==> src/gpio_consts.svh <==
// Behaviour
// - after reset all pins are inputs with output drivers off.
// - input pins flag events on high, low, rising, falling or both edges.
// - per-pin open-drain option, push-pull after reset.
// - per-pin weak pull-up or pull-down, both off after reset.
// - per-pin switch to peripheral function, port control after reset.
// - up to eight pins; mask bit n is pin n, pin 0 at bit 0.
// - data register address bits form a pin mask for one access.
// - masked data read returns selected pins only, others read zero.
// - masked data write updates selected pins together, others unchanged.
// - per-pin direction: software input, software output or peripheral; readable.
// - per-pin ADC trigger enable; cleared enable gives no trigger.
// - ADC-trigger pin still raises its own event.
// - only enabled event sources reach the interrupt output.
// - raw and masked status readable, one bit per pin plus DMA bit.
// - per-pin DMA trigger enable; pin still raises its events.
`ifndef GPIO_CONSTS_SVH
`define GPIO_CONSTS_SVH

// ==========================================================
// register byte offsets
`define GPIO_DATA_LAST   12'h3FC
`define GPIO_DIR_OFS     12'h400
`define GPIO_ODEN_OFS    12'h404
`define GPIO_PUP_OFS     12'h408
`define GPIO_PDN_OFS     12'h40C
`define GPIO_TYPE_OFS    12'h410
`define GPIO_IEN_OFS     12'h414
`define GPIO_RAW_OFS     12'h418
`define GPIO_MSK_OFS     12'h41C
`define GPIO_ICLR_OFS    12'h420
`define GPIO_ADCEN_OFS   12'h424
`define GPIO_DMAEN_OFS   12'h428

// ==========================================================
// field positions and reset values
`define GPIO_MASK_LSB    2
`define GPIO_DMA_BIT     8
`define GPIO_DIR_RST     16'h0000
`define GPIO_TYPE_RST    24'h000000
`define GPIO_BITS_RST    8'h00
`define GPIO_IEN_RST     9'h000

`endif

==> src/gpio_pkg.sv <==
package gpio_pkg;
  typedef enum logic [1:0] {
    dir_sw_input,
    dir_sw_output,
    dir_peripheral_controlled
  } dir_mode_e;

  typedef enum logic [2:0] {
    trig_off,
    trig_low_level,
    trig_high_level,
    trig_falling,
    trig_rising,
    trig_both_edges
  } trig_type_e;
endpackage

==> src/gpio_sync.sv <==
`timescale 1ns/10ps
`default_nettype none
module gpio_sync #(
  parameter int WIDTH = 8
) (
  // clock and reset
  input  wire logic             pclk,
  input  wire logic             presetn,
  input  wire logic             ce,
  // pins in, filtered level out
  input  wire logic [WIDTH-1:0] async_in,
  output logic      [WIDTH-1:0] level_out
);
  logic [WIDTH-1:0] s1_r, s2_r, s3_r, lvl_r, lvl_nxt;

  // level only moves once stages two and three agree
  always_comb begin
    lvl_nxt = lvl_r;
    for (int i = 0; i < WIDTH; i++) begin
      if (s2_r[i] == s3_r[i]) begin
        lvl_nxt[i] = s3_r[i];
      end
    end
  end

  always_ff @(posedge pclk or negedge presetn) begin
    if (!presetn) begin
      s1_r  <= '0;
      s2_r  <= '0;
      s3_r  <= '0;
      lvl_r <= '0;
    end else if (ce) begin
      s1_r  <= async_in;
      s2_r  <= s1_r;
      s3_r  <= s2_r;
      lvl_r <= lvl_nxt;
    end
  end

  assign level_out = lvl_r;
endmodule
`default_nettype wire

==> src/gpio_evt.sv <==
`timescale 1ns/10ps
`default_nettype none
module gpio_evt #(
  parameter int PINS = 8
) (
  // current and previous filtered level
  input  wire logic [PINS-1:0]   lvl,
  input  wire logic [PINS-1:0]   lvl_prev,
  // three bits of trigger type per pin
  input  wire logic [3*PINS-1:0] trig_type,
  // detections
  output logic      [PINS-1:0]   edge_hit,
  output logic      [PINS-1:0]   level_hit,
  output logic      [PINS-1:0]   is_level
);
  gpio_pkg::trig_type_e t;

  always_comb begin
    t = gpio_pkg::trig_off;
    edge_hit  = '0;
    level_hit = '0;
    is_level  = '0;
    for (int i = 0; i < PINS; i++) begin
      t = gpio_pkg::trig_type_e'(trig_type[3*i +: 3]);
      case (t)
        gpio_pkg::trig_low_level: begin
          is_level[i]  = 1'b1;
          level_hit[i] = ~lvl[i];
        end
        gpio_pkg::trig_high_level: begin
          is_level[i]  = 1'b1;
          level_hit[i] = lvl[i];
        end
        gpio_pkg::trig_falling:    edge_hit[i] = lvl_prev[i] & ~lvl[i];
        gpio_pkg::trig_rising:     edge_hit[i] = ~lvl_prev[i] & lvl[i];
        gpio_pkg::trig_both_edges: edge_hit[i] = lvl_prev[i] ^ lvl[i];
        default:                   edge_hit[i] = 1'b0;
      endcase
    end
  end
endmodule
`default_nettype wire

==> src/gpio_port.sv <==
`timescale 1ns/10ps
`default_nettype none
`include "gpio_consts.svh"
module gpio_port #(
  parameter int PINS = 8
) (
  // clock, reset, enable
  input  wire logic            pclk,
  input  wire logic            presetn,
  input  wire logic            ce,
  // apb slave
  input  wire logic            psel,
  input  wire logic            penable,
  input  wire logic            pwrite,
  input  wire logic [11:0]     paddr,
  input  wire logic [31:0]     pwdata,
  output logic      [31:0]     prdata,
  output logic                 pready,
  output logic                 pslverr,
  // pads
  input  wire logic [PINS-1:0] pin_in,
  output logic      [PINS-1:0] pin_out,
  output logic      [PINS-1:0] pin_oe,
  output logic      [PINS-1:0] pull_up_en,
  output logic      [PINS-1:0] pull_down_en,
  // peripheral function side
  input  wire logic [PINS-1:0] periph_out,
  input  wire logic [PINS-1:0] periph_oe,
  output logic      [PINS-1:0] periph_in,
  output logic      [PINS-1:0] periph_sel,
  // triggers and interrupt
  output logic                 adc_trig,
  output logic                 dma_req,
  output logic                 irq
);
  localparam int SB = PINS + 1;

  // two-bit direction field of pin i
  function automatic gpio_pkg::dir_mode_e dir_of(input logic [2*PINS-1:0] d, input int i);
    dir_of = gpio_pkg::dir_mode_e'(d[2*i +: 2]);
  endfunction

  // ========================================================
  // state
  logic [PINS-1:0]   out_r, oden_r, pup_r, pdn_r, adcen_r, dmaen_r;
  logic [PINS-1:0]   out_nxt, oden_nxt, pup_nxt, pdn_nxt, adcen_nxt, dmaen_nxt;
  logic [2*PINS-1:0] dir_r, dir_nxt;
  logic [3*PINS-1:0] type_r, type_nxt;
  logic [SB-1:0]     ien_r, ien_nxt, st_r, st_nxt;
  logic [PINS-1:0]   prev_r, pin_out_nxt, pin_oe_nxt, sel_nxt;
  logic [31:0]       prdata_nxt;
  logic              pready_nxt, pslverr_nxt, adc_nxt, dma_nxt, irq_nxt;
  logic [PINS-1:0]   lvl, edge_hit, level_hit, is_level, hit;
  logic [PINS-1:0]   dmask, is_out, is_per;
  logic [SB-1:0]     clr;
  logic              wr, rd, is_data, mapped;

  // ========================================================
  // pin input filtering and event detection
  gpio_sync #(.WIDTH(PINS)) u_sync (
    .pclk      (pclk),
    .presetn   (presetn),
    .ce        (ce),
    .async_in  (pin_in),
    .level_out (lvl)
  );

  gpio_evt #(.PINS(PINS)) u_evt (
    .lvl       (lvl),
    .lvl_prev  (prev_r),
    .trig_type (type_r),
    .edge_hit  (edge_hit),
    .level_hit (level_hit),
    .is_level  (is_level)
  );

  // events are detected for every configured pin, whatever the trigger enables
  assign hit = edge_hit | level_hit;

  // ========================================================
  // apb decode; access completes on the first access-phase edge
  assign wr      = psel & penable & pready & pwrite;
  assign rd      = psel & penable & pready & ~pwrite;
  assign is_data = paddr <= `GPIO_DATA_LAST;
  assign dmask   = paddr[`GPIO_MASK_LSB +: PINS];
  assign mapped  = is_data | (paddr >= `GPIO_DIR_OFS && paddr <= `GPIO_DMAEN_OFS && paddr[1:0] == 2'b00);

  always_comb begin
    for (int i = 0; i < PINS; i++) begin
      is_out[i] = dir_of(dir_r, i) == gpio_pkg::dir_sw_output;
      is_per[i] = dir_of(dir_r, i) == gpio_pkg::dir_peripheral_controlled;
    end
  end

  // ========================================================
  // register file next state
  always_comb begin
    out_nxt   = out_r;
    dir_nxt   = dir_r;
    oden_nxt  = oden_r;
    pup_nxt   = pup_r;
    pdn_nxt   = pdn_r;
    type_nxt  = type_r;
    ien_nxt   = ien_r;
    adcen_nxt = adcen_r;
    dmaen_nxt = dmaen_r;
    clr       = '0;
    if (wr) begin
      if (is_data) begin
        out_nxt = (out_r & ~dmask) | (pwdata[PINS-1:0] & dmask);
      end
      case (paddr)
        `GPIO_DIR_OFS:   dir_nxt   = pwdata[2*PINS-1:0];
        `GPIO_ODEN_OFS:  oden_nxt  = pwdata[PINS-1:0];
        `GPIO_PUP_OFS:   pup_nxt   = pwdata[PINS-1:0];
        `GPIO_PDN_OFS:   pdn_nxt   = pwdata[PINS-1:0];
        `GPIO_TYPE_OFS:  type_nxt  = pwdata[3*PINS-1:0];
        `GPIO_IEN_OFS:   ien_nxt   = pwdata[SB-1:0];
        `GPIO_ICLR_OFS:  clr       = pwdata[SB-1:0];
        `GPIO_ADCEN_OFS: adcen_nxt = pwdata[PINS-1:0];
        `GPIO_DMAEN_OFS: dmaen_nxt = pwdata[PINS-1:0];
        default:         clr       = '0;
      endcase
    end
    // a raw read clears only the bits it returned, still held in prdata
    if (rd && paddr == `GPIO_RAW_OFS) begin
      clr = prdata[SB-1:0];
    end
  end

  // ========================================================
  // status: edge bits sticky with set over clear, level bits follow pin
  always_comb begin
    // trigger terms first: the dma status bit is built from dma_nxt
    adc_nxt = |(hit & adcen_r);
    dma_nxt = |(hit & dmaen_r);
    st_nxt  = (st_r & ~clr) | {dma_nxt, edge_hit};
    for (int i = 0; i < PINS; i++) begin
      if (is_level[i]) begin
        st_nxt[i] = level_hit[i];
      end
    end
    irq_nxt = |(st_nxt & ien_nxt);
  end

  // ========================================================
  // pad drive; follows the direction being written so drive and select switch together
  always_comb begin
    for (int i = 0; i < PINS; i++) begin
      sel_nxt[i] = dir_of(dir_nxt, i) == gpio_pkg::dir_peripheral_controlled;
      if (sel_nxt[i]) begin
        pin_out_nxt[i] = periph_out[i];
        pin_oe_nxt[i]  = periph_oe[i];
      end else if (dir_of(dir_nxt, i) == gpio_pkg::dir_sw_output) begin
        pin_out_nxt[i] = oden_nxt[i] ? 1'b0 : out_nxt[i];
        pin_oe_nxt[i]  = oden_nxt[i] ? ~out_nxt[i] : 1'b1;
      end else begin
        pin_out_nxt[i] = 1'b0;
        pin_oe_nxt[i]  = 1'b0;
      end
    end
  end

  // ========================================================
  // apb answer
  always_comb begin
    pready_nxt  = psel & ~penable;
    pslverr_nxt = psel & ~penable & ~mapped;
    prdata_nxt  = 32'h0000_0000;
    if (psel && !penable && !pwrite) begin
      if (is_data) begin
        prdata_nxt[PINS-1:0] = dmask & ((is_out & out_r) | (~is_out & lvl));
      end else begin
        case (paddr)
          `GPIO_DIR_OFS:   prdata_nxt[2*PINS-1:0] = dir_r;
          `GPIO_ODEN_OFS:  prdata_nxt[PINS-1:0]   = oden_r;
          `GPIO_PUP_OFS:   prdata_nxt[PINS-1:0]   = pup_r;
          `GPIO_PDN_OFS:   prdata_nxt[PINS-1:0]   = pdn_r;
          `GPIO_TYPE_OFS:  prdata_nxt[3*PINS-1:0] = type_r;
          `GPIO_IEN_OFS:   prdata_nxt[SB-1:0]     = ien_r;
          `GPIO_RAW_OFS:   prdata_nxt[SB-1:0]     = st_r;
          `GPIO_MSK_OFS:   prdata_nxt[SB-1:0]     = st_r & ien_r;
          `GPIO_ADCEN_OFS: prdata_nxt[PINS-1:0]   = adcen_r;
          `GPIO_DMAEN_OFS: prdata_nxt[PINS-1:0]   = dmaen_r;
          default:         prdata_nxt             = 32'h0000_0000;
        endcase
      end
    end
  end

  // ========================================================
  // registers
  always_ff @(posedge pclk or negedge presetn) begin
    if (!presetn) begin
      out_r        <= `GPIO_BITS_RST;
      dir_r        <= `GPIO_DIR_RST;
      oden_r       <= `GPIO_BITS_RST;
      pup_r        <= `GPIO_BITS_RST;
      pdn_r        <= `GPIO_BITS_RST;
      type_r       <= `GPIO_TYPE_RST;
      ien_r        <= `GPIO_IEN_RST;
      st_r         <= `GPIO_IEN_RST;
      adcen_r      <= `GPIO_BITS_RST;
      dmaen_r      <= `GPIO_BITS_RST;
      prev_r       <= `GPIO_BITS_RST;
      pin_out      <= `GPIO_BITS_RST;
      pin_oe       <= `GPIO_BITS_RST;
      pull_up_en   <= `GPIO_BITS_RST;
      pull_down_en <= `GPIO_BITS_RST;
      periph_in    <= `GPIO_BITS_RST;
      periph_sel   <= `GPIO_BITS_RST;
      prdata       <= 32'h0000_0000;
      pready       <= 1'b0;
      pslverr      <= 1'b0;
      adc_trig     <= 1'b0;
      dma_req      <= 1'b0;
      irq          <= 1'b0;
    end else if (ce) begin
      out_r        <= out_nxt;
      dir_r        <= dir_nxt;
      oden_r       <= oden_nxt;
      pup_r        <= pup_nxt;
      pdn_r        <= pdn_nxt;
      type_r       <= type_nxt;
      ien_r        <= ien_nxt;
      st_r         <= st_nxt;
      adcen_r      <= adcen_nxt;
      dmaen_r      <= dmaen_nxt;
      prev_r       <= lvl;
      pin_out      <= pin_out_nxt;
      pin_oe       <= pin_oe_nxt;
      // pull-down gives way when both are requested
      pull_up_en   <= pup_nxt;
      pull_down_en <= pdn_nxt & ~pup_nxt;
      periph_in    <= lvl & is_per;
      periph_sel   <= sel_nxt;
      prdata       <= prdata_nxt;
      pready       <= pready_nxt;
      pslverr      <= pslverr_nxt;
      adc_trig     <= adc_nxt;
      dma_req      <= dma_nxt;
      irq          <= irq_nxt;
    end
  end

  // ========================================================
  // checks
  a_reset_inputs: assert property (@(posedge pclk) $rose(presetn) |-> pin_oe == '0)
    else $error("pin driver on after reset");
  a_irq_gated: assert property (@(posedge pclk) disable iff (!presetn)
    irq == |(st_r & ien_r)) else $error("irq not gated by enable");
  a_masked_read: assert property (@(posedge pclk) disable iff (!presetn)
    ce && psel && !penable && !pwrite && is_data |=> (prdata[PINS-1:0] & ~$past(dmask)) == '0)
    else $error("unselected pin visible in data read");
  a_masked_write: assert property (@(posedge pclk) disable iff (!presetn)
    ce && wr && is_data |=> ((out_r ^ $past(out_r)) & ~$past(dmask)) == '0
      && (out_r & $past(dmask)) == ($past(pwdata[PINS-1:0]) & $past(dmask)))
    else $error("masked write wrong");
  a_adc_enable: assert property (@(posedge pclk) disable iff (!presetn)
    ce && (adcen_r == '0) |=> !adc_trig) else $error("adc trigger with enable cleared");
  a_adc_event: assert property (@(posedge pclk) disable iff (!presetn)
    ce && |(edge_hit & adcen_r) |=> adc_trig && (st_r & $past(edge_hit)) == $past(edge_hit))
    else $error("adc pin lost its event");
  a_dma_status: assert property (@(posedge pclk) disable iff (!presetn)
    ce && |(hit & dmaen_r) |=> dma_req && st_r[`GPIO_DMA_BIT]) else $error("dma event missing");
  a_edge_sticky: assert property (@(posedge pclk) disable iff (!presetn)
    ce && st_r[0] && !is_level[0] && !clr[0] |=> st_r[0]) else $error("edge status dropped");
  a_open_drain: assert property (@(posedge pclk) disable iff (!presetn)
    ##1 $past(ce) && !$past(sel_nxt[0]) && $past(oden_nxt[0]) |-> !pin_out[0])
    else $error("open-drain pin drove high");
  a_apb_answer: assert property (@(posedge pclk) disable iff (!presetn)
    ce && psel && !penable |=> pready) else $error("apb answer late");

  // ========================================================
  // bus, pad and status checks
  a_error_ready: assert property (@(posedge pclk) disable iff (!presetn)
    pslverr |-> pready) else $error("bus error outside access phase");
  a_upper_zero: assert property (@(posedge pclk) disable iff (!presetn)
    prdata[31:3*PINS] == '0) else $error("unused read bits set");
  a_pull_exclusive: assert property (@(posedge pclk) disable iff (!presetn)
    (pull_up_en & pull_down_en) == '0) else $error("both pulls on");
  a_input_released: assert property (@(posedge pclk) disable iff (!presetn)
    ce && !sel_nxt[0] && dir_of(dir_nxt, 0) != gpio_pkg::dir_sw_output |=> !pin_oe[0])
    else $error("input pin driven");
  a_port_owned: assert property (@(posedge pclk) disable iff (!presetn)
    ce && !is_per[0] |=> !periph_in[0]) else $error("port pin leaked to peripheral");
  a_dma_enable: assert property (@(posedge pclk) disable iff (!presetn)
    ce && (dmaen_r == '0) |=> !dma_req) else $error("dma request with enable cleared");
  a_irq_disabled: assert property (@(posedge pclk) disable iff (!presetn)
    (ien_r == '0) |-> !irq) else $error("irq with all sources disabled");
  a_level_follows: assert property (@(posedge pclk) disable iff (!presetn)
    ce && is_level[0] |=> st_r[0] == $past(level_hit[0])) else $error("level status stale");
  a_read_clears: assert property (@(posedge pclk) disable iff (!presetn)
    ce && rd && paddr == `GPIO_RAW_OFS && prdata[0] && !is_level[0] && !edge_hit[0] |=> !st_r[0])
    else $error("raw read left status set");

  // ========================================================
  // covers
  c_masked_write: cover property (@(posedge pclk) disable iff (!presetn) wr && is_data && dmask != '1);
  c_level_event: cover property (@(posedge pclk) disable iff (!presetn) |(level_hit & ien_r[PINS-1:0]));
  c_irq_rise: cover property (@(posedge pclk) disable iff (!presetn) $rose(irq));
  c_adc_and_irq: cover property (@(posedge pclk) disable iff (!presetn) adc_trig && irq);
  c_periph_pin: cover property (@(posedge pclk) disable iff (!presetn) periph_sel != '0);
endmodule
`default_nettype wire

==> config.mk <==
export PLATFORM = sky130hd
export DESIGN_NAME = gpio_port
export DESIGN_NICKNAME = d
export VERILOG_FILES = /design/src/gpio_pkg.sv /design/src/gpio_sync.sv /design/src/gpio_evt.sv /design/src/gpio_port.sv
export VERILOG_INCLUDE_DIRS = /design/src
export SDC_FILE = /design/constraint.sdc
export NUM_CORES = 1
export LEC_CHECK = 0
export BUFFER_PORTS_ARGS = -buffer_cell sky130_fd_sc_hd__buf_4
export CAP_MARGIN = 10
export CORE_MARGIN = 1
export CORE_UTILIZATION = 50
export CTS_BUF_LIST = sky130_fd_sc_hd__clkbuf_16
export DETAILED_ROUTE_END_ITERATION = 6
export HOLD_SLACK_MARGIN = 0.15
export PLACE_DENSITY = 0.71
export SLEW_MARGIN = 25
export SYNTH_ARGS = -nofsm -noshare
export SYNTH_HDL_FRONTEND = slang
export SYNTH_SLANG_ARGS = --single-unit
==> constraint.sdc <==
create_clock -name pclk -period 3.1 [get_ports pclk]
set_clock_uncertainty 0.05 [all_clocks]
set_input_delay 0.62 -clock pclk [delete_from_list [all_inputs] [get_ports pclk]]
set_output_delay 0.62 -clock pclk [all_outputs]
set_load 0.1 [all_outputs]
==> results.rst <==
.. list-table::
   :header-rows: 1

   * - Metric
     - Value
   * - Result of the run
     - finished with violations
   * - Failing checks
     - design-rule violations
   * - Ordered cell list for the critical path
     - ha_1, nand2b_1, a211oi_1, a311o_1, or4_1, nor3_1, o2111ai_1, o22a_1
   * - Max Freq
     - 363 MHz
   * - Number of max-cap violations
     - 0
   * - Arrival time of data at the critical path endpoint
     - 3.12 ns
   * - Detailed-route wire length
     - 34.5 mm
   * - First-pass GRT wire length
     - 54.5 mm
   * - Area of the core
     - 0.0220 mm^2
   * - Worst slack on hold paths
     - 0.271 ns
   * - Top-count cell post-synth
     - dfrtp_1
   * - Placed inst area
     - 0.0131 mm^2
   * - CTS tree
     - built
   * - Critical Path Slowest Stage Cell
     - or4_1
   * - Number of antenna violations at the first check in global routing
     - 0
   * - 1st-iter DRT viols
     - 1130
   * - Total buffers and inverters traversed by the critical path
     - 0
   * - Starting Density
     - 51.5%
   * - Max VDD drop
     - 0.295 mV
   * - Standby leakage power
     - 6.31 nW
   * - Synth async-reset ratio
     - 100%
   * - Post-Layout Inst Area
     - 0.0138 mm^2
   * - Tightest slew margin relative to the limit
     - 63.2%
   * - Post-route DRC
     - 14
   * - Origin of the worst setup path
     - u_sync.level_out[5]
   * - Number of failing hold endpoints at the final stage
     - 0
   * - CTS H-tree lvls
     - 1
   * - Clock network latency to the later pin of the worst-skew pair
     - 0.52 ns
   * - Number of cells in the finished layout apart from fillers
     - 1629
   * - EDFF count, synth
     - 0
   * - Share of total power in sequential cells
     - 44.6%
   * - Final setup vio count
     - 0
   * - Most used flip-flop cell after synthesis
     - dfrtp_1
   * - Post-synth top area share
     - 47.4%
   * - Type of element capturing the critical path
     - register
   * - Clk sink count
     - 215
   * - Setup crit start kind
     - register
   * - Remaining antenna violation count after routing
     - 0
   * - Std cell rows
     - 54
   * - Synthesized instance count
     - 1163
   * - Reported net switching power
     - 2.12 mW
   * - Total congestion overflow
     - 0
   * - Via count of the first global-routing pass
     - 9691
   * - Total iterations of the first detailed-routing run
     - 7
   * - Cell type contributing the most total cell area after synthesis
     - dfrtp_1
   * - Destination of the worst register-to-register timing path
     - irq
   * - Count of nets after finishing
     - 1421
   * - Synthesized area per cell
     - 9.76 um^2
   * - Place WS
     - 0.0368 ns
   * - Final GP Congestion
     - 1.02
   * - Critical Path End
     - irq
   * - Critical path required time
     - 3.46 ns
   * - Root Buffer
     - clkbuf_16
   * - Final critical path time including I/O delays and setup
     - 2.75 ns
   * - Overall routing resource usage
     - 30.1%
   * - Levels on crit path
     - 8
   * - Final worst slack
     - 0.346 ns
   * - Pins over their slew limit
     - 0
   * - Fraction of the yosys area taken by sequential cells
     - 47.4%
   * - Total CTS buffers
     - 24
   * - PwrDens
     - 512 mW/mm^2
   * - FF+latch count, synth
     - 215
   * - HPWL after detailed placement
     - 25.4 mm
   * - Slew at the pin closest to its max-slew limit
     - 0.547 ns
   * - Antenna cells
     - 0
   * - Die height
     - 153 um
   * - Worst reg2reg startpoint
     - u_sync.level_out[5]
   * - Floorplan die width
     - 153 um
   * - Crit Path Category
     - reg -> reg
   * - Unrepaired setup endpoints after global routing
     - no
   * - Number of buffers on the longest clock path
     - 3
   * - Pin count of the biggest net entering global routing
     - 65
   * - Crit Path Max Fanout
     - 9
   * - Buffers on Ports
     - 142
   * - R2R setup slack
     - 0.35 ns
   * - Most used routing layer
     - met2
   * - Clk slew on worst S/H paths
     - 0.06 ns
   * - Worst min-delay path category
     - in -> reg
   * - Top area cells in the synthesized netlist
     - dfrtp_1 (47%), mux2_2 (10%), nand2_1 (3.8%)
   * - Synth top cells by count
     - dfrtp_1 (215), nand2_1 (115), mux2_2 (103)
   * - Met3 Track Usage GR
     - 4.69%
   * - Buffer count from post-CTS setup fixing
     - 0
   * - Area added between synthesis and finish
     - 21.4%
   * - Cell Area, Synth
     - 0.0114 mm^2
   * - Switching part of the total
     - 30.0%
   * - Setup tns final
     - 0 ns
   * - Power Internal
     - 4.93 mW
   * - Cell type group with the largest total delay on the critical path
     - simple AND/OR/NAND/NOR gates
   * - Fraction of the cycle the final worst path needs
     - 88.8%
   * - Fraction of layout cells with a size suffix above 1
     - 27.1%
   * - Count of cells along the worst register-to-register path
     - 8
   * - Met2 routing resource usage after global routing
     - 48.3%
   * - Yosys cell types
     - 75
   * - WL/cell
     - 21.2 um
   * - Combinational group share of total power
     - 18.5%
   * - Vias after detailed routing
     - 9843
   * - Max incr delay on CP
     - 0.54 ns
   * - Per-cell via count in the routed design
     - 6.04
   * - Clk network pwr share
     - 36.9%
   * - Placed Instances
     - 1584
   * - GR Layer Usage met1
     - 41.1%
   * - Warning count from the yosys run
     - 0
   * - Boundary pin count
     - 159
   * - Total die area
     - 0.0233 mm^2
## how the worst min path moves through the flow
stage	start	to	slack [ns]	depth (start not counted)
floorplan	presetn	adc_trig	0.27	0
global placement	u_sync.s3_r[6]	u_sync.level_out[6]	0.42	2
detailed placement	u_sync.s3_r[0]	u_sync.level_out[0]	0.43	2
CTS	pwdata[18]	type_r[18]	0.27	3
global route	pwdata[18]	type_r[18]	0.27	3
finish	pwdata[18]	type_r[18]	0.27	3
## power by group through the flow
stage          combinational (mW)  sequential [mW]  clock (mW)
2_1_floorplan               0.664             3.32           0
3_3_place_gp                 1.26             3.18           0
3_5_place_dp                 1.30             3.19           0
4_1_cts                      1.30             3.14        2.62
5_1_grt                      1.43             3.17        2.74
6_report                     1.31             3.14        2.60
## metal layers
metal  part of all wire (%)  vias up
met1                     42     4811
met4                    3.4        0
met3                    8.0       83
met5                      0        -
met2                     47      437
li1                       -     4512
## repair_timing
action | 4_1_cts | 5_1_grt
hold buffers | 1 | 0
hold endpoints to repair | 48 | 0
gates resized for setup | 0 | 0
## area by class of cell
cell class                 count  area [um^2]
tap                          280          350
fill                        1867         8250
timing repair buffer         214         1680
sequential                   215         5380
inverter                      78          293
clock inverter                19         80.1
clock buffer                  25          626
multi-input combinational    798         5360
## stage by stage
step,utilization (%),total power [mW]
floorplan,-,3.98
global placement,59.3,4.45
detailed placement,59.3,4.49
CTS,62.5,7.07
global route,62.5,7.34
finish,62.5,7.05
## sequential cells by signal, summed over array words and instances (netlist names), 9 cells and up
| signal | cells |
|---|---|
| dir_r | 16 |
| ien_r | 9 |
| prdata | 24 |
| st_r | 9 |
| type_r | 24 |
## logic make-up after synthesis
logic type | after synthesis | share of synthesized area, %
buffers and inverters | 157 | 5.64
DFF | 215 | 47.4
other | 1 | 0.0330
muxes | 126 | 12.3
AOI/OAI and AO/OA | 306 | 17.3
adders and majority gates | 16 | 1.76
and+or+nand+nor | 342 | 15.6
## cells in the final DEF, fill, tap and decap left out, types with 13 or more instances in the layout
master       n
mux2i_1     22
buf_4      206
o22ai_1     25
o21ai_0     76
ha_1        16
inv_1       86
a222oi_1    17
o21ai_1     13
mux2_2     103
nand3_1     16
nand2_1    115
nand3b_1    15
a21oi_1     74
nand4_1     17
dfrtp_1    215
a22oi_1     13
nor2_1      64
nand2b_1    44
clkbuf_16   25
## worst register-to-register path, cell delays in order, from the launching register on
cell and delay (ns):
dfrtp_1 0.47, ha_1 0.31, nand2b_1 0.11, a211oi_1 0.09, a311o_1 0.36, or4_1 0.54
nor3_1 0.31, o2111ai_1 0.20, o22a_1 0.20
Power figures use the tool's default switching activity.
